`config.mk`:
```
export PLATFORM = sky130hd
export DESIGN_NAME = rcs_top
export DESIGN_NICKNAME = d
export VERILOG_FILES = /design/src/rcs_pkg.sv /design/src/rcs_pos_decode.sv /design/src/rcs_shelf_decode.sv /design/src/rcs_top.sv
export SDC_FILE = /design/constraint.sdc
export NUM_CORES = 1
export LEC_CHECK = 0
export BUFFER_PORTS_ARGS = -buffer_cell sky130_fd_sc_hd__buf_2
export CAP_MARGIN = 20
export CORE_UTILIZATION = 30
export DETAILED_ROUTE_END_ITERATION = 8
export PLACE_DENSITY = 0.52
export SYNTH_ARGS = -nofsm -noshare
export SYNTH_HDL_FRONTEND = slang
export SYNTH_SLANG_ARGS = --single-unit
```
`constraint.sdc`:
```
create_clock -name clk -period 20.6 [get_ports clk]
set_clock_uncertainty 0.2 [all_clocks]
set_input_delay 2.06 -clock clk [delete_from_list [all_inputs] [get_ports clk]]
set_output_delay 2.06 -clock clk [all_outputs]
set_load 0.05 [all_outputs]
```
`src/rcs_pkg.sv`:
```
// Shared constants and types of the rectifier control and status logic
package rcs_pkg;
   // Identifier levels are 8-bit ADC codes, 3.3 V full scale on slot/unit pins
   localparam int LVL_W = 8;
   localparam int SHELF_W = 10;
   // Slot and unit nominal codes, slot 1 at index 0 (3.00 V) down to slot 10 (0 V)
   localparam logic [LVL_W-1:0] POS_NOM [0:9] = '{8'he8, 8'hcf, 8'hb5, 8'h9c, 8'h82,
                                                 8'h68, 8'h4f, 8'h35, 8'h1c, 8'h00};
   // Pulled-up open pin code (3.3 V)
   localparam logic [LVL_W-1:0] POS_OPEN = 8'hff;
   // Shelf windows in 0.1 V units, shelf 1 at index 0
   localparam logic [SHELF_W-1:0] SHELF_MIN [0:9] = '{10'h017, 10'h02f, 10'h04a, 10'h05f,
      10'h076, 10'h08e, 10'h0a6, 10'h0be, 10'h0d5, 10'h0ee};
   localparam logic [SHELF_W-1:0] SHELF_MAX [0:9] = '{10'h01b, 10'h035, 10'h04c, 10'h069,
      10'h084, 10'h09e, 10'h0b8, 10'h0d2, 10'h0ec, 10'h107};
   // Setpoint in 0.1 V units, 44.0 V to 58.0 V from the programming pin, any 10-bit value from cmd.vset
   localparam int SP_W = 10;
   localparam logic [SP_W-1:0] SP_MIN = 10'h1b8;
   localparam logic [SP_W-1:0] SP_SPAN = 10'h08c;
   localparam logic [SP_W-1:0] SP_DEFAULT = 10'h21c;
   // Programming pin code above which the factory default applies (3.0 V)
   localparam logic [LVL_W-1:0] PROG_MAX = 8'he8;
   // I2C address prefix and broadcast address
   localparam logic [2:0] I2C_PREFIX = 3'h4;
   localparam logic [6:0] BCAST_ADDR = 7'h00;
   // Timing
   localparam int CLK_MHZ = 200;
   localparam int PG_PULSE_MS = 1;
   localparam int OTW_LEAD_S = 10;
   localparam longint PG_PULSE_CYC = longint'(PG_PULSE_MS) * CLK_MHZ * 1000;
   localparam longint OTW_LEAD_CYC = longint'(OTW_LEAD_S) * CLK_MHZ * 1000000;

   typedef struct packed {
      logic fan_fail;
      logic ot_shutdown;
      logic ov_shutdown;
      logic internal;
   } rcs_fault_t;

   typedef struct packed {
      logic valid;
      logic [3:0] num;
   } rcs_pos_t;

   typedef struct packed {
      logic valid;
      logic rd;
      logic [6:0] addr;
      logic cmd_vset;
      logic cmd_on;
      logic cmd_off;
      logic cmd_clear;
      logic [SP_W-1:0] vset;
   } rcs_cmd_t;
endpackage : rcs_pkg

```
`src/rcs_pos_decode.sv`:
```
// Quantizes a slot or unit position level into a position number
module rcs_pos_decode (
   input wire logic clk,
   input wire logic arst_n,
   input wire logic [rcs_pkg::LVL_W-1:0] level,
   output rcs_pkg::rcs_pos_t pos
);
   function automatic logic [rcs_pkg::LVL_W:0] mid(input int i);
      mid = ({1'b0, rcs_pkg::POS_NOM[i]} + {1'b0, rcs_pkg::POS_NOM[i+1]}) >> 1;
   endfunction : mid

   rcs_pkg::rcs_pos_t pos_d;

   always_comb begin
      pos_d = '0;
      if (level > rcs_pkg::POS_NOM[0] + ((rcs_pkg::POS_OPEN - rcs_pkg::POS_NOM[0]) >> 1)) begin
         pos_d.valid = 1'b0;
      end else begin
         pos_d.valid = 1'b1;
         pos_d.num = 4'ha;
         for (int i = 8; i >= 0; i--) begin
            if ({1'b0, level} > mid(i)) begin
               pos_d.num = 4'(i + 1);
            end
         end
      end
   end

   always_ff @(posedge clk or negedge arst_n) begin
      if (!arst_n) begin
         pos <= '0;
      end else begin
         pos <= pos_d;
      end
   end
endmodule : rcs_pos_decode

```
`src/rcs_shelf_decode.sv`:
```
// Decodes the shelf position level into a shelf number
module rcs_shelf_decode (
   input wire logic clk,
   input wire logic arst_n,
   input wire logic [rcs_pkg::SHELF_W-1:0] level,
   output rcs_pkg::rcs_pos_t pos
);
   rcs_pkg::rcs_pos_t pos_d;

   always_comb begin
      pos_d = '0;
      for (int i = 0; i < 10; i++) begin
         if (level >= rcs_pkg::SHELF_MIN[i] && level <= rcs_pkg::SHELF_MAX[i]) begin
            pos_d.valid = 1'b1;
            pos_d.num = 4'(i + 1);
         end
      end
   end

   always_ff @(posedge clk or negedge arst_n) begin
      if (!arst_n) begin
         pos <= '0;
      end else begin
         pos <= pos_d;
      end
   end
endmodule : rcs_shelf_decode

```
`src/rcs_top.sv`:
```
// Rectifier control and status logic: addressing, setpoint, output gating, status pins
module rcs_top #(
   parameter longint PG_PULSE_CYC = rcs_pkg::PG_PULSE_CYC,
   parameter longint OTW_LEAD_CYC = rcs_pkg::OTW_LEAD_CYC
) (
   input wire logic clk,
   input wire logic arst_n,
   input wire logic rs485_mode,
   input wire logic [3:0] i2c_pos_bits,
   input wire logic [rcs_pkg::LVL_W-1:0] unit_position_level,
   input wire logic [rcs_pkg::LVL_W-1:0] slot_position_level,
   input wire logic [rcs_pkg::SHELF_W-1:0] shelf_position_level,
   input wire logic [rcs_pkg::LVL_W-1:0] vprog_level,
   input wire logic on_off_n,
   input wire logic interlock_n,
   input wire rcs_pkg::rcs_cmd_t cmd,
   input wire logic out_in_reg,
   input wire logic out_near_drop,
   input wire logic overload,
   input wire rcs_pkg::rcs_fault_t faults,
   input wire logic overtemp,
   input wire logic high_line,
   input wire logic state_change,
   input wire logic comm_error,
   input wire logic selector_alert_n,
   output rcs_pkg::rcs_pos_t bay_position_level,
   output rcs_pkg::rcs_pos_t slot_pos,
   output rcs_pkg::rcs_pos_t shelf_pos,
   output logic cmd_accept,
   output logic invalid_cmd,
   output logic [rcs_pkg::SP_W-1:0] setpoint,
   output logic main_out_en,
   output logic overtemp_shutdown,
   output logic power_good_warn_n,
   output logic fault_n,
   output logic overtemp_warn_n,
   output logic power_limit_indicator,
   output logic combined_alert_n,
   output logic module_present
);
   logic [1:0] onoff_sync_q, ilk_sync_q, mode_sync_q;
   logic sw_owns_q;
   logic [rcs_pkg::SP_W-1:0] sw_sp_q, pin_sp_d;
   logic out_on_q, sw_off_q;
   logic pg_q, pg_tgl_q;
   logic [31:0] pg_cnt_q;
   logic [35:0] otw_cnt_q;
   logic ot_sd_q, otw_q, alert_q, fault_q, cap_q;
   logic addr_hit, bcast, slot_engaged;
   logic [rcs_pkg::LVL_W-1:0] unit_s1_q, unit_s2_q, slot_s1_q, slot_s2_q;
   logic [rcs_pkg::LVL_W-1:0] vprog_s1_q, vprog_s2_q;
   logic [rcs_pkg::SHELF_W-1:0] shelf_s1_q, shelf_s2_q;
   logic [3:0] pos_bits_s1_q, pos_bits_s2_q;

   // Level pins are static straps; a torn sample settles on the next clock
   always_ff @(posedge clk or negedge arst_n) begin
      if (!arst_n) begin
         unit_s1_q <= '0;
         unit_s2_q <= '0;
      end else begin
         unit_s1_q <= unit_position_level;
         unit_s2_q <= unit_s1_q;
      end
   end

   always_ff @(posedge clk or negedge arst_n) begin
      if (!arst_n) begin
         slot_s1_q <= '0;
         slot_s2_q <= '0;
      end else begin
         slot_s1_q <= slot_position_level;
         slot_s2_q <= slot_s1_q;
      end
   end

   always_ff @(posedge clk or negedge arst_n) begin
      if (!arst_n) begin
         shelf_s1_q <= '0;
         shelf_s2_q <= '0;
      end else begin
         shelf_s1_q <= shelf_position_level;
         shelf_s2_q <= shelf_s1_q;
      end
   end

   always_ff @(posedge clk or negedge arst_n) begin
      if (!arst_n) begin
         vprog_s1_q <= '0;
         vprog_s2_q <= '0;
      end else begin
         vprog_s1_q <= vprog_level;
         vprog_s2_q <= vprog_s1_q;
      end
   end

   always_ff @(posedge clk or negedge arst_n) begin
      if (!arst_n) begin
         pos_bits_s1_q <= '0;
         pos_bits_s2_q <= '0;
      end else begin
         pos_bits_s1_q <= i2c_pos_bits;
         pos_bits_s2_q <= pos_bits_s1_q;
      end
   end

   rcs_pos_decode u_unit (
      .clk(clk),
      .arst_n(arst_n),
      .level(unit_s2_q),
      .pos(bay_position_level)
   );

   rcs_pos_decode u_slot (
      .clk(clk),
      .arst_n(arst_n),
      .level(slot_s2_q),
      .pos(slot_pos)
   );

   rcs_shelf_decode u_shelf (
      .clk(clk),
      .arst_n(arst_n),
      .level(shelf_s2_q),
      .pos(shelf_pos)
   );

   // Pin synchronisers
   always_ff @(posedge clk or negedge arst_n) begin
      if (!arst_n) begin
         onoff_sync_q <= 2'h3;
         ilk_sync_q <= 2'h3;
         mode_sync_q <= 2'h0;
      end else begin
         onoff_sync_q <= {onoff_sync_q[0], on_off_n};
         ilk_sync_q <= {ilk_sync_q[0], interlock_n};
         mode_sync_q <= {mode_sync_q[0], rs485_mode};
      end
   end

   // Address match
   always_comb begin
      bcast = (cmd.addr == rcs_pkg::BCAST_ADDR);
      addr_hit = (cmd.addr == {rcs_pkg::I2C_PREFIX, pos_bits_s2_q});
      if (mode_sync_q[1]) begin
         addr_hit = bay_position_level.valid && slot_pos.valid && shelf_pos.valid
                    && (cmd.addr == {3'h0, bay_position_level.num});
      end
   end

   // Command acceptance
   always_ff @(posedge clk or negedge arst_n) begin
      if (!arst_n) begin
         cmd_accept <= 1'b0;
         invalid_cmd <= 1'b0;
      end else begin
         invalid_cmd <= cmd.valid && bcast && cmd.rd;
         cmd_accept <= cmd.valid && (addr_hit || (bcast && !cmd.rd));
      end
   end

   wire take = cmd.valid && !cmd.rd && (addr_hit || bcast);

   always_comb begin
      pin_sp_d = rcs_pkg::SP_MIN + rcs_pkg::SP_W'((32'(vprog_s2_q) * 32'(rcs_pkg::SP_SPAN))
                 / 32'(rcs_pkg::PROG_MAX));
      if (vprog_s2_q > rcs_pkg::PROG_MAX) begin
         pin_sp_d = rcs_pkg::SP_DEFAULT;
      end
   end

   always_ff @(posedge clk or negedge arst_n) begin
      if (!arst_n) begin
         sw_owns_q <= 1'b0;
         sw_sp_q <= rcs_pkg::SP_DEFAULT;
      end else if (take && cmd.cmd_vset) begin
         sw_owns_q <= 1'b1;
         sw_sp_q <= cmd.vset;
      end
   end

   always_ff @(posedge clk or negedge arst_n) begin
      if (!arst_n) begin
         setpoint <= rcs_pkg::SP_DEFAULT;
      end else begin
         setpoint <= sw_owns_q ? sw_sp_q : pin_sp_d;
      end
   end

   always_ff @(posedge clk or negedge arst_n) begin
      if (!arst_n) begin
         sw_off_q <= 1'b0;
      end else if (take && cmd.cmd_off) begin
         sw_off_q <= 1'b1;
      end else if (take && cmd.cmd_on) begin
         sw_off_q <= 1'b0;
      end
   end

   assign slot_engaged = slot_pos.valid;

   always_ff @(posedge clk or negedge arst_n) begin
      if (!arst_n) begin
         out_on_q <= 1'b0;
      end else begin
         // On/off and interlock; interlock gates hot plug
         out_on_q <= slot_engaged && !ilk_sync_q[1] && !sw_off_q && !ot_sd_q
                     && (mode_sync_q[1] || !onoff_sync_q[1]);
      end
   end
   assign main_out_en = out_on_q;

   always_ff @(posedge clk or negedge arst_n) begin
      if (!arst_n) begin
         pg_cnt_q <= '0;
         pg_tgl_q <= 1'b0;
      end else if (!overload) begin
         pg_cnt_q <= '0;
         pg_tgl_q <= 1'b0;
      end else if (pg_cnt_q == 32'(PG_PULSE_CYC - 1)) begin
         pg_cnt_q <= '0;
         pg_tgl_q <= !pg_tgl_q;
      end else begin
         pg_cnt_q <= pg_cnt_q + 32'h1;
      end
   end

   always_ff @(posedge clk or negedge arst_n) begin
      if (!arst_n) begin
         pg_q <= 1'b0;
      end else begin
         pg_q <= out_on_q && out_in_reg && !out_near_drop && !(overload && pg_tgl_q);
      end
   end
   assign power_good_warn_n = pg_q;

   always_ff @(posedge clk or negedge arst_n) begin
      if (!arst_n) begin
         otw_cnt_q <= '0;
         otw_q <= 1'b0;
         ot_sd_q <= 1'b0;
      end else if (!overtemp) begin
         otw_cnt_q <= '0;
         otw_q <= 1'b0;
         ot_sd_q <= 1'b0;
      end else begin
         otw_q <= 1'b1;
         if (otw_cnt_q == 36'(OTW_LEAD_CYC - 1)) begin
            ot_sd_q <= 1'b1;
         end else begin
            otw_cnt_q <= otw_cnt_q + 36'h1;
         end
      end
   end
   assign overtemp_warn_n = !otw_q;
   assign overtemp_shutdown = ot_sd_q;

   always_ff @(posedge clk or negedge arst_n) begin
      if (!arst_n) begin
         fault_q <= 1'b0;
      end else begin
         fault_q <= |faults;
      end
   end

   always_ff @(posedge clk or negedge arst_n) begin
      if (!arst_n) begin
         cap_q <= 1'b0;
      end else begin
         cap_q <= high_line;
      end
   end
   assign fault_n = !fault_q;
   assign power_limit_indicator = cap_q;

   // Latched alert, set wins over clear
   always_ff @(posedge clk or negedge arst_n) begin
      if (!arst_n) begin
         alert_q <= 1'b0;
      end else if (state_change || comm_error || invalid_cmd) begin
         alert_q <= 1'b1;
      end else if (take && cmd.cmd_clear) begin
         alert_q <= 1'b0;
      end
   end

   assign combined_alert_n = !alert_q && selector_alert_n;

   assign module_present = 1'b0;
endmodule : rcs_top

```
* Yosys cells after proc, flatten, opt, wreduce, memory -nomap -nowiden
Index checks and enable logic that the tools add are counted.
** Storage, ports and cells
- Input bits :: 78
- Register bits after elaboration :: 197
** Operators by class
- Add/subtract/negate cells :: 3
- Muxes and demuxes :: 48
- Divide/modulo/power cells :: 1
- Order comparisons :: 41
- $mul :: 1
- Reduce and logical (&&, ||, !) cells :: 52
- Equal/unequal tests :: 7
** Operators with widths (number)
- > comparator 8 bit (second input constant) :: 11
- 2-to-1 mux 36 bit :: 2
- 2-to-1 mux 32 bit :: 2
- 2-to-1 mux 4 bit :: 16
- greater-or-equal comparator 10 x 8 -> 1 bit (second input constant) :: 5
- <= comparator 10 x 8 -> 1 bit (second input constant) :: 5
- 2-to-1 mux 5 bit :: 10
- > comparator 8 x 7 -> 1 bit (second input constant) :: 6
- adder 36 x 1 -> 36 bit (second input constant) :: 1
- == test 36 x 31 -> 1 bit (second input constant) :: 1
- adder 32 x 1 -> 32 bit (second input constant) :: 1
- divider 16 x 8 -> 32 bit (second input constant) :: 1
- == test 32 x 18 -> 1 bit (second input constant) :: 1
- logical AND 1 bit :: 32
- greater-or-equal comparator 10 x 7 -> 1 bit (second input constant) :: 3
- <= comparator 10 x 7 -> 1 bit (second input constant) :: 2
- 2-to-1 mux 10 bit :: 2
- > comparator 8 x 4 -> 1 bit (second input constant) :: 2
- > comparator 8 x 6 -> 1 bit (second input constant) :: 2
- multiplier 8 x 6 -> 14 bit (second input constant) :: 1
- 2-to-1 mux 1 bit :: 12
- logical NOT 1 bit :: 11
- adder 9 x 10 -> 10 bit (first input constant) :: 1
- greater-or-equal comparator 10 x 5 -> 1 bit (second input constant) :: 1
- other kinds (13) :: 22

* Longest topological paths before layout
- Word-level depth :: 12
- Gate-level depth with buffers :: 33
- Mapped depth without buffers :: 32

* Hierarchy
From an unflattened synthesis, not the netlist that was laid out.
** Unflattened totals
- Cells, all modules :: 1038
- Area total of the unflattened synthesis :: 10797.9 um^2
** Modules (own cells, without submodules)
- rcs_top :: area an instance 9509.1 um^2, cells each 894, times used 1, seq. area each 4569.4 um^2
- rcs_pos_decode :: area an instance 330.3 um^2, cells each 36, times used 2, seq. area each 125.1 um^2
- rcs_shelf_decode :: area an instance 628.1 um^2, cells each 72, times used 1, seq. area each 125.1 um^2

* Worst setup path before layout
No wires, ideal clock.
- Kind :: flip-flop to flip-flop
- Start :: register vprog_s2_q[6] (netlist name)
- End :: register setpoint[0] (netlist name)
- Setup slack :: 12.780 ns
- Arrival :: 7.485 ns
- Library setup time :: 0.135 ns
- Stages on the path, launching flop included :: 32
- Path buffers :: 1
- Path through :: dfrtp_1 > ha_1 > ha_1 > inv_1 > fa_1 > inv_1 > ha_1 > buf_2 > o211ai_2 > o2111a_1 > a211oi_2 > o21a_1 > nor2_1 > ha_1 > nor2b_1 > and4_1 > nor2_2 > xnor2_1 > mux2_2 > or4_4 > a31oi_1 > a311oi_1 > a211oi_2 > o31ai_4 > clkinv_2 > o211ai_2 > a211oi_2 > nor3_4 > a2111o_1 > and3_1 > o211ai_1 > o211ai_1
** Between the ends
- Longest elaborated chain between the ends :: 5
** Ends and longest elaborated chain
- from (decl) :: RTL line rcs_top.sv:51 : logic [rcs_pkg::LVL_W-1:0] vprog_s1_q, vprog_s2_q;
- from (signal assigned) :: RTL line rcs_top.sv:92 : vprog_s2_q <= vprog_s1_q;
- multiplier 8 x 6 -> 14 bit :: RTL line rcs_top.sv:164 : pin_sp_d = rcs_pkg::SP_MIN + rcs_pkg::SP_W'((32'(vprog_s2_q) * 32'(rcs_pkg::SP_SPAN))
- divider 16 x 8 -> 32 bit :: RTL line rcs_top.sv:165 : / 32'(rcs_pkg::PROG_MAX));
- adder 9 x 10 -> 10 bit :: RTL line rcs_top.sv:164
- 2-to-1 mux 10 bit (*) :: RTL line rcs_top.sv:166 : if (vprog_s2_q > rcs_pkg::PROG_MAX) begin
- 2-to-1 mux 10 bit (*) :: RTL line rcs_top.sv:185 : setpoint <= sw_owns_q ? sw_sp_q : pin_sp_d;
- to (signal assigned) :: RTL line rcs_top.sv:183 : setpoint <= rcs_pkg::SP_DEFAULT;
- to (signal assigned) :: RTL line rcs_top.sv:185
- to (decl) :: RTL line rcs_top.sv:31 : output logic [rcs_pkg::SP_W-1:0] setpoint,
Mark *: on every way between the ends. The rest lies on a longest branch, timed or not.
A chain may end at the register's enable or synchronous reset.

* Final worst setup path
Same ends and word-level chain as after synthesis.

==> results.yml <==
status:
  status: "completed"
cts:
  numCtsBuffers: 17
  ctsLongestPathBuffers: 2
  cts_root_buf: "clkbuf_16"
  cts_hold_buf: 0
  clk_pin_slew_ps: 80
  clkLatencyLatePin_ps: 420
  cts_tree: "built"
  cts_setup_buffers: 0
  cts.sinks: 197
  ctsResizeCount: 0
  htree_num_levels: 4
worst_setup_path:
  regToRegSetupSlack_ps: 11630
  critical_path.top_delay_family: "compound AO/OA/AOI/OAI gates"
  crit_top_cell: "ha_1"
  worstPathRequired_ps: 20700
  cp-startpoint: "vprog_s2_q[6]$_DFF_PN0_"
  path_class: "register to register"
  crit_path_end_kind: "register"
  cp_slowest_cell: "a311oi_1"
  startpoint_type: "register"
  crit_path_max_fanout: 10
  cpPeakStageDelay_ps: 540
  r2r_start: "vprog_s2_q[6]$_DFF_PN0_"
  critical_path_buf_inv_count: 2
  crit_arrival_ps: 9070
hold_path:
  hp-start: "shelf_s1_q[9]$_DFF_PN0_"
  hp-class: "register to register"
placed_design:
  gp_congestion: 0.874
  portBuffers: 111
  dp_hpwl_um: 18000
finish:
  layout-drive-gt1-share_pct: 17.3
  n_antenna_cell: 0
  fin_nets: 1274
  utilization_pct: 35.2
  area_growth_pct: 15.5
synthesis:
  synth-async-reset-ratio_pct: 100
  syn-num-nets: 1166
  ys_seq_area_share_pct: 47.1
  ys_warn_count: 0
  dominantRegCellSynth: "dfrtp_1"
  syn_area_mm2: 0.0105
  synth_cells: 1052
  synthDistinctLibCells: 89
  yosys.area.top_type: "dfrtp_1"
  ys_ff_latch: 197
  syn_area_per_cell_um2: 9.98
  synth_edf_count: 0
  ys_top_cells_by_count: "dfrtp_1 (185), nor2_1 (95), nand2_1 (82), xnor2_1 (60), o21ai_0 (46)"
  post-synth-top-count-cell: "dfrtp_1"
  synth_area_leaders: "dfrtp_1 (44%), xnor2_1 (5.0%), ha_1 (3.8%)"
  synth_top_area_share_pct: 44.1
timing:
  relSlewSlack_pct: 31.7
  fin_crit_sh_pct: 43.5
  finalCriticalPeriod_ps: 8970
  worst_slew_pin_slew_ps: 1020
  setup_viol: 0
  drv_slew: 0
  fmax_mhz: 111
  rsz0062_at_grt: "no"
  fin_setup_tns_ps: 0
  hold_violations: 0
floorplan:
  dieArea_mm2: 0.0358
  core_area_mm2: 0.0345
  ios: 113
  rows: 68
  die_width_um: 189
  dieHeight_um: 189
  initial_core_util_pct: 30.5
job:
  cap_violations: 0
grt:
  grt_max_degree: 122
  grt_overflow: 0
  grt_pass1_wl_um: 40800
  grt.total_usage_pct: 14.1
  grt_pass1_vias: 8062
  grt_antenna_before_repair: 0
routing:
  wirelength_um: 24500
  num_vias: 8189
  wl_per_cell_um: 15.1
  ant_nets: 0
  drt_iter0_drc: 509
  firstDrtPassIters: 5
  viasPerCell: 5.03
  drc: 0
pwr:
  p_leak_uw: 0.00531
  p_per_area_mw_per_mm2: 137
  ir_worst_vdd_v: 0.0000803
layer usage:
metal | track usage, % | share of wire (%) | vias up
met5 | 0 | 0 | -
met4 | 4.25 | 1.8 | 0
met3 | 2.26 | 3.0 | 37
met2 | 24.4 | 49 | 179
met1 | 18.1 | 46 | 3970
li1 | - | - | 4003
flip-flops by register name, summed over array words and instances, names as in the netlist, 2 cells and up:
signal / cells
u_slot.pos: 5
u_shelf.pos: 5
sw_sp_q: 10
u_unit.pos: 5
onoff_sync_q: 2
pg_cnt_q: 32
unit_s1_q: 8
unit_s2_q: 8
mode_sync_q: 2
pos_bits_s2_q: 4
shelf_s1_q: 10
slot_s2_q: 8
otw_cnt_q: 36
shelf_s2_q: 10
setpoint: 10
ilk_sync_q: 2
vprog_s1_q: 8
pos_bits_s1_q: 4
slot_s1_q: 8
vprog_s2_q: 8
worst reg2reg max path, delay by kind of cell (launching register included):
kind	cells	cell delay [ps]
fa+ha+maj	5	1800
flops	1	470
buf+inv	2	90
compound gates	17	5040
simple gates	6	1250
per-stage QoR:
stage / hold WS, ps / std cells / total power [uW] / setup WS (ps) / area (um2)
3_5_place_dp: 135 / 1596 / 1330 / 11870 / 11600
3_3_place_gp: 133 / 1596 / 1340 / 12000 / 11600
6_report: 148 / 1628 / 1660 / 11630 / 12100
2_1_floorplan: 131 / 1052 / 1140 / 12780 / 10500
5_1_grt: 156 / 1628 / 1780 / 11050 / 12100
4_1_cts: 150 / 1628 / 1670 / 11790 / 12100
layout make-up:
| class | count | area, um2 |
|---|---|---|
| Fill cell | 3480 | 22300 |
| Sequential cell | 197 | 4940 |
| Inverter | 40 | 151 |
| Clock inverter | 14 | 134 |
| Timing Repair Buffer | 115 | 594 |
| Clock buffer | 18 | 439 |
| Tap cell | 455 | 569 |
| Multi-Input combinational cell | 789 | 5290 |
power by group:
part           switching [uW]  internal [uW]  leakage [uW]
combinational             572            334       0.00256
sequential               14.6            420       0.00247
clock                     160            164      0.000281
worst paths after layout:
path                                            to  cells past startpoint
hold reg to reg            shelf_s2_q[9]$_DFF_PN0_                      0
min in group asynchronous        fault_q$_DFF_PN0_                      1
max in group asynchronous  shelf_s1_q[9]$_DFF_PN0_                      2
setup / recovery             setpoint[0]$_DFF_PN0_                     30
setup reg to reg             setpoint[0]$_DFF_PN0_                     30
hold / removal             shelf_s2_q[9]$_DFF_PN0_                      0
cell usage in the layout (no fill, tap or decap), drive strengths merged, types with 4 or more instances in the layout:
cell | netlist | final
nand4 | 23 | 23
a211oi | 11 | 11
nand2 | 82 | 82
inv | 39 | 46
or4 | 6 | 6
fa | 4 | 4
o21ai | 54 | 54
mux2 | 13 | 13
clkbuf | 18 | 19
a21oi | 42 | 42
or3 | 14 | 14
nand2b | 14 | 14
a21o | 13 | 13
and4 | 6 | 6
ha | 32 | 32
dfstp | 12 | 12
xor2 | 27 | 27
buf | 8 | 114
nor3 | 24 | 24
and2 | 41 | 41
mux2i | 14 | 14
nor4b | 5 | 5
o21a | 5 | 5
o22ai | 4 | 4
nor2 | 97 | 97
clkinv | 1 | 7
a21boi | 10 | 10
xnor2 | 60 | 60
o211ai | 9 | 9
nor4 | 18 | 18
dfrtp | 185 | 185
o211a | 4 | 4
o311ai | 5 | 5
a22oi | 9 | 9
nand3 | 33 | 33
a31oi | 18 | 18
o31ai | 5 | 5
and3 | 23 | 23
nor2b | 12 | 12
kinds of logic after synthesis:
family,count (synthesis),share of synthesized area [%]
AND/OR/NAND/NOR,411,20.5
AO/OA/AOI/OAI,227,15.3
flip-flops,197,47.1
XOR/XNOR,87,7.26
buffers and inverters,66,2.50
adder cells (fa/ha/maj),36,4.58
multiplexers,27,2.73
other,1,0.0357
No activity file was read; power rests on OpenSTA's default activity.
